[config.mk]
export PLATFORM = sky130hd
export DESIGN_NAME = cpm_top
export DESIGN_NICKNAME = d
export VERILOG_FILES = /design/src/cpm_pkg.sv /design/src/cpm_top.sv
export SDC_FILE = /design/constraint.sdc
export NUM_CORES = 1
export LEC_CHECK = 0
export BUFFER_PORTS_ARGS = -buffer_cell sky130_fd_sc_hd__buf_2
export CAP_MARGIN = 10
export CORE_MARGIN = 1.5
export CORE_UTILIZATION = 46
export DETAILED_ROUTE_END_ITERATION = 16
export PLACE_DENSITY = 0.75
export RECOVER_POWER = 100
export SKIP_LAST_GASP = 1
export SLEW_MARGIN = 25
export SYNTH_ARGS = -nofsm -noshare
export SYNTH_HDL_FRONTEND = slang
export SYNTH_SLANG_ARGS = --single-unit
[constraint.sdc]
create_clock -name hclk -period 1.8 [get_ports hclk]
set_clock_uncertainty 0.1 [all_clocks]
set_input_delay 0.18 -clock hclk [delete_from_list [all_inputs] [get_ports hclk]]
set_output_delay 0.18 -clock hclk [all_outputs]
set_load 0.01 [all_outputs]
[src/cpm_pkg.sv]
// constants, register map and carrier types of the clock and power mode control block
// assumes a single 125 MHz bus clock and an AHB-Lite master issuing single word transfers
`default_nettype none

package cpm_pkg;

    // ****************************************
    // register map, byte offsets
    // ****************************************
    localparam logic [7:0] OFS_POWER_CONTROL = 8'h00;
    localparam logic [7:0] OFS_POWER_MGMT    = 8'h04;
    localparam logic [7:0] OFS_EXT_IRQ_FLAG  = 8'h08;
    localparam logic [7:0] OFS_STATUS        = 8'h0C;

    // ****************************************
    // field positions
    // ****************************************
    localparam int PC_IDLE_BIT      = 0;
    localparam int PC_FAIL_EN_BIT   = 4;
    localparam int PC_FAIL_FLAG_BIT = 5;
    localparam int PM_SBK_BIT       = 5;
    localparam int PM_DIV_LSB       = 6;
    localparam int EX_RING_SEL_BIT  = 1;
    localparam int ST_RING_ACT_BIT  = 0;
    localparam int ST_FAIL_RST_BIT  = 1;
    localparam int ST_HOLD_BIT      = 2;

    // ****************************************
    // reset values and encodings
    // ****************************************
    localparam logic [1:0] DIV_1X           = 2'h2;
    localparam logic [1:0] DIV_1024         = 2'h3;
    localparam logic [5:0] IRQ_HIGH_ACTIVE  = 6'h14;
    localparam logic [31:0] RD_ZERO         = 32'h0000_0000;

    // ****************************************
    // timing
    // ****************************************
    localparam int CLK_HZ        = 125_000_000;
    localparam int FAIL_HZ       = 20_000;
    localparam int FAIL_CYCLES   = CLK_HZ / FAIL_HZ;
    localparam int WARM_PERIODS  = 65_536;
    localparam int MC_DIV_SLOW   = 1024;
    localparam int TIMER_DIV     = 12;
    localparam int SER_M2_SLOW   = 64;
    localparam int SER_M2_FAST   = 32;

    typedef enum logic [1:0] {
        CPM_RUN,
        CPM_STOPPED,
        CPM_WARM
    } cpm_stop_t;

    // one serial port as seen by the clock control
    typedef struct packed {
        logic rx_pin;
        logic rx_en;
        logic rx_busy;
        logic tx_busy;
    } cpm_ser_t;

endpackage

`default_nettype wire

[src/cpm_top.sv]
// clock divider, switchback, oscillator fail detect, stop recovery and idle control
// assumes all inputs synchronous to hclk; hclk keeps running while the crystal is lost
//
// What this block does
// - enabled fail detect holds reset on ring clock when crystal falls below 20 kHz
// - fail detect enable cleared only by software or power-fail reset
// - oscillator-fail reset sets fail flag; only software or power-on clears it
// - no fail reset while crystal is halted by stop mode
// - divider code 11b gives 1024 oscillator cycles per machine cycle
// - every reset returns divider code to 10b, divide by one
// - switchback acts only while switchback enable is set
// - enabled, permitted external interrupt level forces divide by one
// - serial receive falling edge or transmit activity also forces switchback
// - request for divide by 1024 while a serial port is active loads divider code 10b, divide by one
// - port inactive only with receive pin high and transmissions finished
// - switchback considered only in divide by 1024 mode
// - at ratio one or below timers keep divide by 12, serial 32 or 64
// - in slow mode timers and serial mode 2 scale with machine cycle
// - ring select runs from ring after stop until crystal warm, then switches
// - without ring select execution waits 65,536 crystal periods after stop
// - ring status bit shown; divider locked at 10b while ring in use
// - watchdog tick always from crystal, never ring
// - idle bit freezes instruction fetch; detectors and timers keep running
// - enabled interrupt or any reset ends idle and clears idle bit
//
// Local design decisions: register access over AHB-Lite and the register offsets.
`default_nettype none

module cpm_top #(
    parameter int FAIL_CYCLES  = cpm_pkg::FAIL_CYCLES,
    parameter int WARM_PERIODS = cpm_pkg::WARM_PERIODS
) (
    input  wire logic             hclk,
    input  wire logic             hresetn,
    input  wire logic             hsel,
    input  wire logic [31:0]      haddr,
    input  wire logic [1:0]       htrans,
    input  wire logic             hwrite,
    input  wire logic [2:0]       hsize,
    input  wire logic [31:0]      hwdata,
    input  wire logic             hready,
    output logic                  hreadyout,
    output logic [31:0]           hrdata,
    output logic                  hresp,
    input  wire logic             sys_rst,
    input  wire logic             pfail_rst,
    input  wire logic             xtal_edge,
    input  wire logic             stop_mode,
    input  wire logic [5:0]       ext_irq_in,
    input  wire logic [5:0]       irq_allowed,
    input  wire logic             irq_taken,
    input  wire cpm_pkg::cpm_ser_t ser0,
    input  wire cpm_pkg::cpm_ser_t ser1,
    input  wire logic             serial_baud_doubler,
    output logic                  osc_fail_rst,
    output logic                  ring_clk_sel,
    output logic                  cpu_hold,
    output logic                  cpu_idle,
    output logic                  mc_tick,
    output logic                  timer_tick,
    output logic                  ser_m2_tick,
    output logic                  wdt_tick
);

    localparam int GW = $clog2(FAIL_CYCLES + 1);
    localparam int WW = $clog2(WARM_PERIODS);

    if (FAIL_CYCLES < 2 || WARM_PERIODS < 2) begin : g_bad_param
        $error("cpm_top: FAIL_CYCLES and WARM_PERIODS must be at least 2");
    end

    // ****************************************
    // ahb-lite slave
    // ****************************************
    logic        wr_pend_reg;
    logic [7:0]  wr_addr_reg;
    logic [31:0] hrdata_reg;
    logic        fail_en_reg;
    logic        fail_flag_reg;
    logic        idle_reg;
    logic [1:0]  div_reg;
    logic        sbk_reg;
    logic        ring_sel_reg;
    logic        ring_act_reg;
    logic        osc_rst_reg;
    logic        hold_reg;
    logic [31:0] rd_word;

    wire logic accept = hsel & htrans[1] & hready;

    function automatic logic wr_hit(input logic [7:0] ofs);
        return wr_pend_reg && (wr_addr_reg == ofs);
    endfunction

    // hsize is not checked: only whole word transfers reach this slave
    always_ff @(posedge hclk or negedge hresetn) begin
        if (!hresetn) begin
            wr_pend_reg <= 1'b0;
            wr_addr_reg <= 8'h00;
        end else begin
            wr_pend_reg <= accept & hwrite;
            wr_addr_reg <= haddr[7:0];
        end
    end

    always_comb begin
        rd_word = cpm_pkg::RD_ZERO;
        unique case (haddr[7:0])
            cpm_pkg::OFS_POWER_CONTROL: begin
                rd_word[cpm_pkg::PC_IDLE_BIT]      = idle_reg;
                rd_word[cpm_pkg::PC_FAIL_EN_BIT]   = fail_en_reg;
                rd_word[cpm_pkg::PC_FAIL_FLAG_BIT] = fail_flag_reg;
            end
            cpm_pkg::OFS_POWER_MGMT: begin
                rd_word[cpm_pkg::PM_SBK_BIT] = sbk_reg;
                rd_word[cpm_pkg::PM_DIV_LSB +: 2] = div_reg;
            end
            cpm_pkg::OFS_EXT_IRQ_FLAG: begin
                rd_word[cpm_pkg::EX_RING_SEL_BIT] = ring_sel_reg;
            end
            cpm_pkg::OFS_STATUS: begin
                rd_word[cpm_pkg::ST_RING_ACT_BIT] = ring_act_reg;
                rd_word[cpm_pkg::ST_FAIL_RST_BIT] = osc_rst_reg;
                rd_word[cpm_pkg::ST_HOLD_BIT]     = hold_reg;
            end
            default: rd_word = cpm_pkg::RD_ZERO;
        endcase
    end

    always_ff @(posedge hclk or negedge hresetn) begin
        if (!hresetn) begin
            hrdata_reg <= cpm_pkg::RD_ZERO;
        end else if (accept && !hwrite) begin
            hrdata_reg <= rd_word;
        end
    end

    // zero wait states, always okay
    always_ff @(posedge hclk or negedge hresetn) begin
        if (!hresetn) begin
            hreadyout <= 1'b0;
            hresp     <= 1'b0;
        end else begin
            hreadyout <= 1'b1;
            hresp     <= 1'b0;
        end
    end

    assign hrdata = hrdata_reg;

    // ****************************************
    // oscillator fail detect
    // ****************************************
    logic [GW-1:0] gap_reg;
    cpm_pkg::cpm_stop_t state_reg;

    // gap counting only while running; halted or warming crystal is not a failure
    wire logic watch = (state_reg == cpm_pkg::CPM_RUN) && !stop_mode;
    wire logic fail_trip = fail_en_reg && watch && (gap_reg == GW'(FAIL_CYCLES)) && !osc_rst_reg;
    wire logic any_rst = sys_rst | pfail_rst | osc_rst_reg;

    always_ff @(posedge hclk or negedge hresetn) begin
        if (!hresetn) begin
            gap_reg <= '0;
        end else if (xtal_edge || !watch) begin
            gap_reg <= '0;
        end else if (gap_reg != GW'(FAIL_CYCLES)) begin
            gap_reg <= gap_reg + GW'(1);
        end
    end

    // held until the crystal toggles again; ring clocks the chip meanwhile
    always_ff @(posedge hclk or negedge hresetn) begin
        if (!hresetn) begin
            osc_rst_reg <= 1'b0;
        end else if (fail_trip) begin
            osc_rst_reg <= 1'b1;
        end else if (xtal_edge) begin
            osc_rst_reg <= 1'b0;
        end
    end

    // ****************************************
    // power control and external interrupt flag registers
    // ****************************************
    always_ff @(posedge hclk or negedge hresetn) begin
        if (!hresetn) begin
            fail_en_reg <= 1'b0;
        end else if (pfail_rst) begin
            fail_en_reg <= 1'b0;
        end else if (wr_hit(cpm_pkg::OFS_POWER_CONTROL)) begin
            fail_en_reg <= hwdata[cpm_pkg::PC_FAIL_EN_BIT];
        end
    end

    // set beats a software clear in the same cycle; writing 1 keeps it
    always_ff @(posedge hclk or negedge hresetn) begin
        if (!hresetn) begin
            fail_flag_reg <= 1'b0;
        end else if (fail_trip) begin
            fail_flag_reg <= 1'b1;
        end else if (wr_hit(cpm_pkg::OFS_POWER_CONTROL)) begin
            fail_flag_reg <= fail_flag_reg & hwdata[cpm_pkg::PC_FAIL_FLAG_BIT];
        end
    end

    // wake wins over a simultaneous entry so a taken interrupt is never stranded
    always_ff @(posedge hclk or negedge hresetn) begin
        if (!hresetn) begin
            idle_reg <= 1'b0;
        end else if (any_rst || irq_taken) begin
            idle_reg <= 1'b0;
        end else if (wr_hit(cpm_pkg::OFS_POWER_CONTROL)) begin
            idle_reg <= hwdata[cpm_pkg::PC_IDLE_BIT];
        end
    end

    always_ff @(posedge hclk or negedge hresetn) begin
        if (!hresetn) begin
            ring_sel_reg <= 1'b0;
        end else if (wr_hit(cpm_pkg::OFS_EXT_IRQ_FLAG)) begin
            ring_sel_reg <= hwdata[cpm_pkg::EX_RING_SEL_BIT];
        end
    end

    // ****************************************
    // divider and switchback
    // ****************************************
    logic [1:0] rx_prev_reg;

    function automatic logic ser_busy(input cpm_pkg::cpm_ser_t s);
        return !s.rx_pin || s.rx_busy || s.tx_busy;
    endfunction

    function automatic logic ser_kick(input cpm_pkg::cpm_ser_t s, input logic prev);
        return (s.rx_en && prev && !s.rx_pin) || s.tx_busy;
    endfunction

    always_ff @(posedge hclk or negedge hresetn) begin
        if (!hresetn) begin
            rx_prev_reg <= 2'h3;
        end else begin
            rx_prev_reg <= {ser1.rx_pin, ser0.rx_pin};
        end
    end

    wire logic irq_hit = |(irq_allowed & ~(ext_irq_in ^ cpm_pkg::IRQ_HIGH_ACTIVE));
    wire logic ser_hit = ser_kick(ser0, rx_prev_reg[0]) | ser_kick(ser1, rx_prev_reg[1]);
    wire logic sb_fire = (div_reg == cpm_pkg::DIV_1024) && sbk_reg && (irq_hit || ser_hit);
    wire logic ser_active = ser_busy(ser0) | ser_busy(ser1);
    wire logic wr_pm = wr_hit(cpm_pkg::OFS_POWER_MGMT);
    wire logic [1:0] wr_div = hwdata[cpm_pkg::PM_DIV_LSB +: 2];

    always_ff @(posedge hclk or negedge hresetn) begin
        if (!hresetn) begin
            sbk_reg <= 1'b0;
        end else if (any_rst) begin
            sbk_reg <= 1'b0;
        end else if (wr_pm) begin
            sbk_reg <= hwdata[cpm_pkg::PM_SBK_BIT];
        end
    end

    always_ff @(posedge hclk or negedge hresetn) begin
        if (!hresetn) begin
            div_reg <= cpm_pkg::DIV_1X;
        end else if (any_rst) begin
            div_reg <= cpm_pkg::DIV_1X;
        end else if (ring_act_reg) begin
            div_reg <= cpm_pkg::DIV_1X;
        end else if (sb_fire) begin
            div_reg <= cpm_pkg::DIV_1X;
        end else if (wr_pm) begin
            if (wr_div == cpm_pkg::DIV_1024 && ser_active) begin
                div_reg <= cpm_pkg::DIV_1X;
            end else begin
                div_reg <= wr_div;
            end
        end
    end

    // ****************************************
    // machine cycle, timer and serial mode 2 strobes
    // ****************************************
    logic [9:0] mc_cnt_reg;
    logic [3:0] tmr_cnt_reg;
    logic [5:0] ser_cnt_reg;
    logic       mc_tick_reg;
    logic       timer_tick_reg;
    logic       ser_tick_reg;

    // ratios of one or below all give one machine cycle per hclk here
    always_ff @(posedge hclk or negedge hresetn) begin
        if (!hresetn) begin
            mc_cnt_reg  <= '0;
            mc_tick_reg <= 1'b0;
        end else if (div_reg != cpm_pkg::DIV_1024) begin
            mc_cnt_reg  <= '0;
            mc_tick_reg <= 1'b1;
        end else begin
            mc_cnt_reg  <= mc_cnt_reg + 10'd1;
            mc_tick_reg <= (mc_cnt_reg == 10'(cpm_pkg::MC_DIV_SLOW - 1));
        end
    end

    // counting machine cycles makes both ratio regimes fall out of one counter
    always_ff @(posedge hclk or negedge hresetn) begin
        if (!hresetn) begin
            tmr_cnt_reg    <= '0;
            timer_tick_reg <= 1'b0;
        end else if (mc_tick_reg) begin
            tmr_cnt_reg    <= (tmr_cnt_reg == 4'(cpm_pkg::TIMER_DIV - 1)) ? 4'd0
                              : tmr_cnt_reg + 4'd1;
            timer_tick_reg <= (tmr_cnt_reg == 4'(cpm_pkg::TIMER_DIV - 1));
        end else begin
            timer_tick_reg <= 1'b0;
        end
    end

    wire logic [5:0] ser_last = serial_baud_doubler ? 6'(cpm_pkg::SER_M2_FAST - 1)
                                                    : 6'(cpm_pkg::SER_M2_SLOW - 1);

    always_ff @(posedge hclk or negedge hresetn) begin
        if (!hresetn) begin
            ser_cnt_reg  <= '0;
            ser_tick_reg <= 1'b0;
        end else if (mc_tick_reg) begin
            ser_cnt_reg  <= (ser_cnt_reg >= ser_last) ? 6'd0 : ser_cnt_reg + 6'd1;
            ser_tick_reg <= (ser_cnt_reg >= ser_last);
        end else begin
            ser_tick_reg <= 1'b0;
        end
    end

    // ****************************************
    // stop recovery and ring oscillator
    // ****************************************
    logic [WW-1:0] warm_cnt_reg;
    wire logic warm_done = xtal_edge && (warm_cnt_reg == WW'(WARM_PERIODS - 1));

    always_ff @(posedge hclk or negedge hresetn) begin
        if (!hresetn) begin
            state_reg    <= cpm_pkg::CPM_RUN;
            warm_cnt_reg <= '0;
            ring_act_reg <= 1'b0;
            hold_reg     <= 1'b0;
        end else begin
            unique case (state_reg)
                cpm_pkg::CPM_RUN: begin
                    if (stop_mode) begin
                        state_reg <= cpm_pkg::CPM_STOPPED;
                    end
                end
                cpm_pkg::CPM_STOPPED: begin
                    if (!stop_mode) begin
                        state_reg    <= cpm_pkg::CPM_WARM;
                        warm_cnt_reg <= '0;
                        ring_act_reg <= ring_sel_reg;
                        hold_reg     <= !ring_sel_reg;
                    end
                end
                cpm_pkg::CPM_WARM: begin
                    if (stop_mode) begin
                        state_reg <= cpm_pkg::CPM_STOPPED;
                    end else if (warm_done) begin
                        state_reg    <= cpm_pkg::CPM_RUN;
                        ring_act_reg <= 1'b0;
                        hold_reg     <= 1'b0;
                    end else if (xtal_edge) begin
                        warm_cnt_reg <= warm_cnt_reg + WW'(1);
                    end
                end
            endcase
        end
    end

    // ****************************************
    // outputs
    // ****************************************
    always_ff @(posedge hclk or negedge hresetn) begin
        if (!hresetn) begin
            ring_clk_sel <= 1'b0;
            wdt_tick     <= 1'b0;
        end else begin
            ring_clk_sel <= ring_act_reg | osc_rst_reg | fail_trip;
            wdt_tick     <= xtal_edge;
        end
    end

    assign osc_fail_rst = osc_rst_reg;
    assign cpu_hold     = hold_reg;
    assign cpu_idle     = idle_reg;
    assign mc_tick      = mc_tick_reg;
    assign timer_tick   = timer_tick_reg;
    assign ser_m2_tick  = ser_tick_reg;
endmodule

`default_nettype wire

==> flow_summary.json <==
{
  "crit_required_ps": 1940,
  "drv_slew": 0,
  "hpwl_mm": 6.74,
  "cp_cell_sequence": "nor4b_4, buf_4, nand2_4, nor3_4, mux2i_1, nor4b_2",
  "synth_edf_count": 0,
  "gp_congestion": 0.850,
  "avgRoutedWirePerCell_um": 14.6,
  "p_leak_nw": 2.37,
  "core_um2": 8810,
  "timing.fmax_ghz": 0.574,
  "grt_pass1_vias": 3433,
  "largest_reg_flops": 16,
  "postLayoutCoreUtil_pct": 59.2,
  "period_minus_slack_ps": 1740,
  "cts_tree": "done",
  "ys_warn_count": 0,
  "async_flop_share_pct": 100,
  "fillers": 765,
  "drive_gt1_share_pct": 20.3,
  "hold_path_depth": 3,
  "synth_area_per_cell_um2": 9.91,
  "ir_drop_v": 0.000514,
  "row_count": 34,
  "multi_input_area_um2": 1980,
  "antenna_left": 0,
  "grt_max_degree": 44,
  "hold_viol": 0,
  "vias": 3540,
  "status": "finished with violations",
  "dr.pass1.iters": 11,
  "r2r_slack_ps": 60,
  "seq_area_um2": 2130,
  "ys_top_cells_by_area": "dfrtp_1 (48%), buf_4 (4.8%), nor2_1 (3.9%)",
  "gr-total-overflow": 0,
  "worst_slack_ps": 58.3,
  "critPathArrivalTime_ps": 1880,
  "start_util_pct": 48.1,
  "fin_crit_sh_pct": 96.8,
  "powerDensity_nw_per_um2": 762,
  "clkLatencyLatePin_ps": 360,
  "cts-buffers-inserted": 9,
  "drt_iter0_drc": 253,
  "place_ws_ps": -222,
  "nets": 650,
  "grt_first_pass_wirelength_mm": 15.7,
  "r2r_end": "cpu_idle$_DFFE_PN0P_",
  "worst_pin_slew_ps": 731,
  "htree_levels": 3,
  "path_buf_inv": 1,
  "relSlewSlack_pct": 51.3,
  "synthCells": 427,
  "synth_area_um2": 4230,
  "drc": 6,
  "grt.total_usage_pct": 20.2,
  "dieArea_um2": 9790,
  "synth_top_flop_cell": "dfrtp_1",
  "cp_max_fo": 3,
  "root_buffer": "clkbuf_8",
  "wirelength_mm": 9.57,
  "hold_path.class": "in2reg",
  "setup_viol": 0,
  "finalSetupTns_ps": 0,
  "violations": "DRC",
  "io_pins": 142,
  "clockBufferDepth": 2,
  "critical-path-max-stage-delay_ps": 410,
  "vias_per_cell": 5.40,
  "synth_cell_types": 62,
  "die_x_um": 98.9,
  "area_growth_pct": 23.1,
  "reg2regPathDepth": 6,
  "cp_top_family": "simple AND/OR/NAND/NOR gates",
  "synth.top_cell.area_share_pct": 48.5,
  "yosysSeqAreaShare_pct": 50.3,
  "port_buffers": 61,
  "cts.clk_slew.worst_paths_ps": 100,
  "reg2reg_from": "wr_addr_reg[6]$_DFF_PN0_",
  "yosysTopAreaCell": "dfrtp_1",
  "ys_seq_elements": 85,
  "rsz0062_at_grt": "yes",
  "worstHoldStart": "hwdata[7]",
  "drv_cap": 0,
  "cp-end-kind": "flip-flop",
  "critPathSlowestCell": "dfrtp_1",
  "die_h_um": 98.9,
  "grt_antenna_before_repair": 0,
  "critPathKind": "reg2reg",
  "worstSetupStartpointType": "flip-flop",
  "insertedDiodeCount": 0,
  "hold_end": "div_reg[0]$_DFFE_PN0P_",
  "cts.sinks": 85
}
[layout make-up]
class                   instances  share of cell area [%]
inverters                      12                   0.865
flip-flops and latches         85                    41.0
clock buffers                  10                    2.64
clock inverters                 6                   0.985
multi-input cells             320                    37.9
well taps                     108                    2.59
repair buffers                115                    14.0
[logic make-up after synthesis]
family	share of synthesized area [%]
adder cells (fa/ha/maj)	2.07
XOR/XNOR	3.72
buffers and inverters	6.77
multiplexers	2.22
AND/OR/NAND/NOR	21.8
flip-flops	50.3
other	0.177
AO/OA/AOI/OAI	12.9
[through the flow]
step | hold slack, ps | instance area (um2) | power (mW) | instances
after floorplan | -216 | 4330 | 2.49 | 452
after global placement | 28.3 | 4770 | 2.64 | 617
after detailed placement | 36.7 | 4770 | 2.67 | 617
after CTS | 1.90 | 5190 | 4.01 | 654
after global routing | 12.6 | 5210 | 4.18 | 656
final | 21.5 | 5210 | 3.97 | 656
[worst max-delay path by stage]
stage                                 from                        to  slack [ps]  depth (start not counted)
2_1_floorplan  warm_cnt_reg[0]$_DFFE_PN0P_      cpu_hold$_DFFE_PN0P_          40                          6
5_1_grt           wr_addr_reg[6]$_DFF_PN0_      cpu_idle$_DFFE_PN0P_         -70                          6
3_5_place_dp      wr_addr_reg[4]$_DFF_PN0_  ring_sel_reg$_DFFE_PN0P_        -220                          5
3_3_place_gp      wr_addr_reg[4]$_DFF_PN0_  ring_sel_reg$_DFFE_PN0P_        -210                          5
4_1_cts           wr_addr_reg[4]$_DFF_PN0_      cpu_idle$_DFFE_PN0P_         -20                          6
6_report          wr_addr_reg[6]$_DFF_PN0_      cpu_idle$_DFFE_PN0P_          60                          6
[cell usage in the layout (no fill, tap or decap), drive strengths merged, types with 3 or more instances in the layout]
| cell type | n |
|---|---|
| buf | 67 |
| a21oi | 14 |
| nand2 | 38 |
| xnor2 | 6 |
| xor2 | 12 |
| nor2 | 45 |
| a21o | 4 |
| inv | 15 |
| nand3b | 4 |
| o21ai | 28 |
| and3 | 11 |
| o22ai | 3 |
| nor3 | 10 |
| mux2 | 3 |
| dlygate4sd3 | 21 |
| nand3 | 24 |
| clkbuf | 37 |
| a31oi | 6 |
| a31o | 3 |
| nand2b | 4 |
| nand4 | 12 |
| dfstp | 3 |
| conb | 27 |
| or3 | 7 |
| dfrtp | 82 |
| mux2i | 6 |
| ha | 7 |
| nor3b | 3 |
| o41ai | 3 |
| a32o | 3 |
| nor4b | 5 |
[routing by layer]
| metal | track usage [%] | share of wire (%) | vias to the layer above |
|---|---|---|---|
| li1 | - | - | 1717 |
| met1 | 25.1 | 43 | 1710 |
| met2 | 33.4 | 50 | 91 |
| met3 | 5.11 | 4.3 | 22 |
| met4 | 8.46 | 2.8 | 0 |
| met5 | 0 | 0 | - |
[what timing repair did]
item | 4_1_cts | 5_1_grt
endpoints found under the hold margin | 47 | 0
endpoints found under the setup margin | 7 | 13
pin swaps | 0 | 7
setup buffers | 0 | 2
gates resized for setup | 3 | 12
cloned | 0 | 0
hold buffers | 21 | 0
[worst register-to-register path, cell delays in order (launching register included)]
cell and delay (ps):
dfrtp_1 410, nor4b_4 330, buf_4 180, nand2_4 60, nor3_4 230, mux2i_1 240
nor4b_2 70
[Yosys cell counts, types with 3 or more instances]
cell / n
xnor2_1: 6
o22ai_1: 3
o41ai_1: 3
nor3_2: 3
xor2_1: 12
nand2_1: 38
a32o_1: 3
nor2_1: 44
a21o_1: 4
or3_1: 6
nor3_1: 7
nor4b_1: 5
dfstp_2: 3
nor3b_1: 3
clkbuf_1: 5
mux2_2: 3
and3_1: 11
a21oi_1: 13
ha_1: 7
nand4_1: 11
nand3b_1: 4
a31oi_1: 6
inv_1: 12
buf_4: 27
nand2b_1: 4
dfrtp_1: 82
mux2i_1: 6
o21ai_0: 25
nand3_1: 23
o21ai_1: 3
[power by group]
group	internal (mW)	switching, mW	leakage [nW]
clock	0.559	0.742	0.0939
combinational	0.229	0.292	1.16
sequential	2.04	0.110	1.11
total	2.83	1.14	2.37
Note: power is estimated with default switching activity, not from simulation.
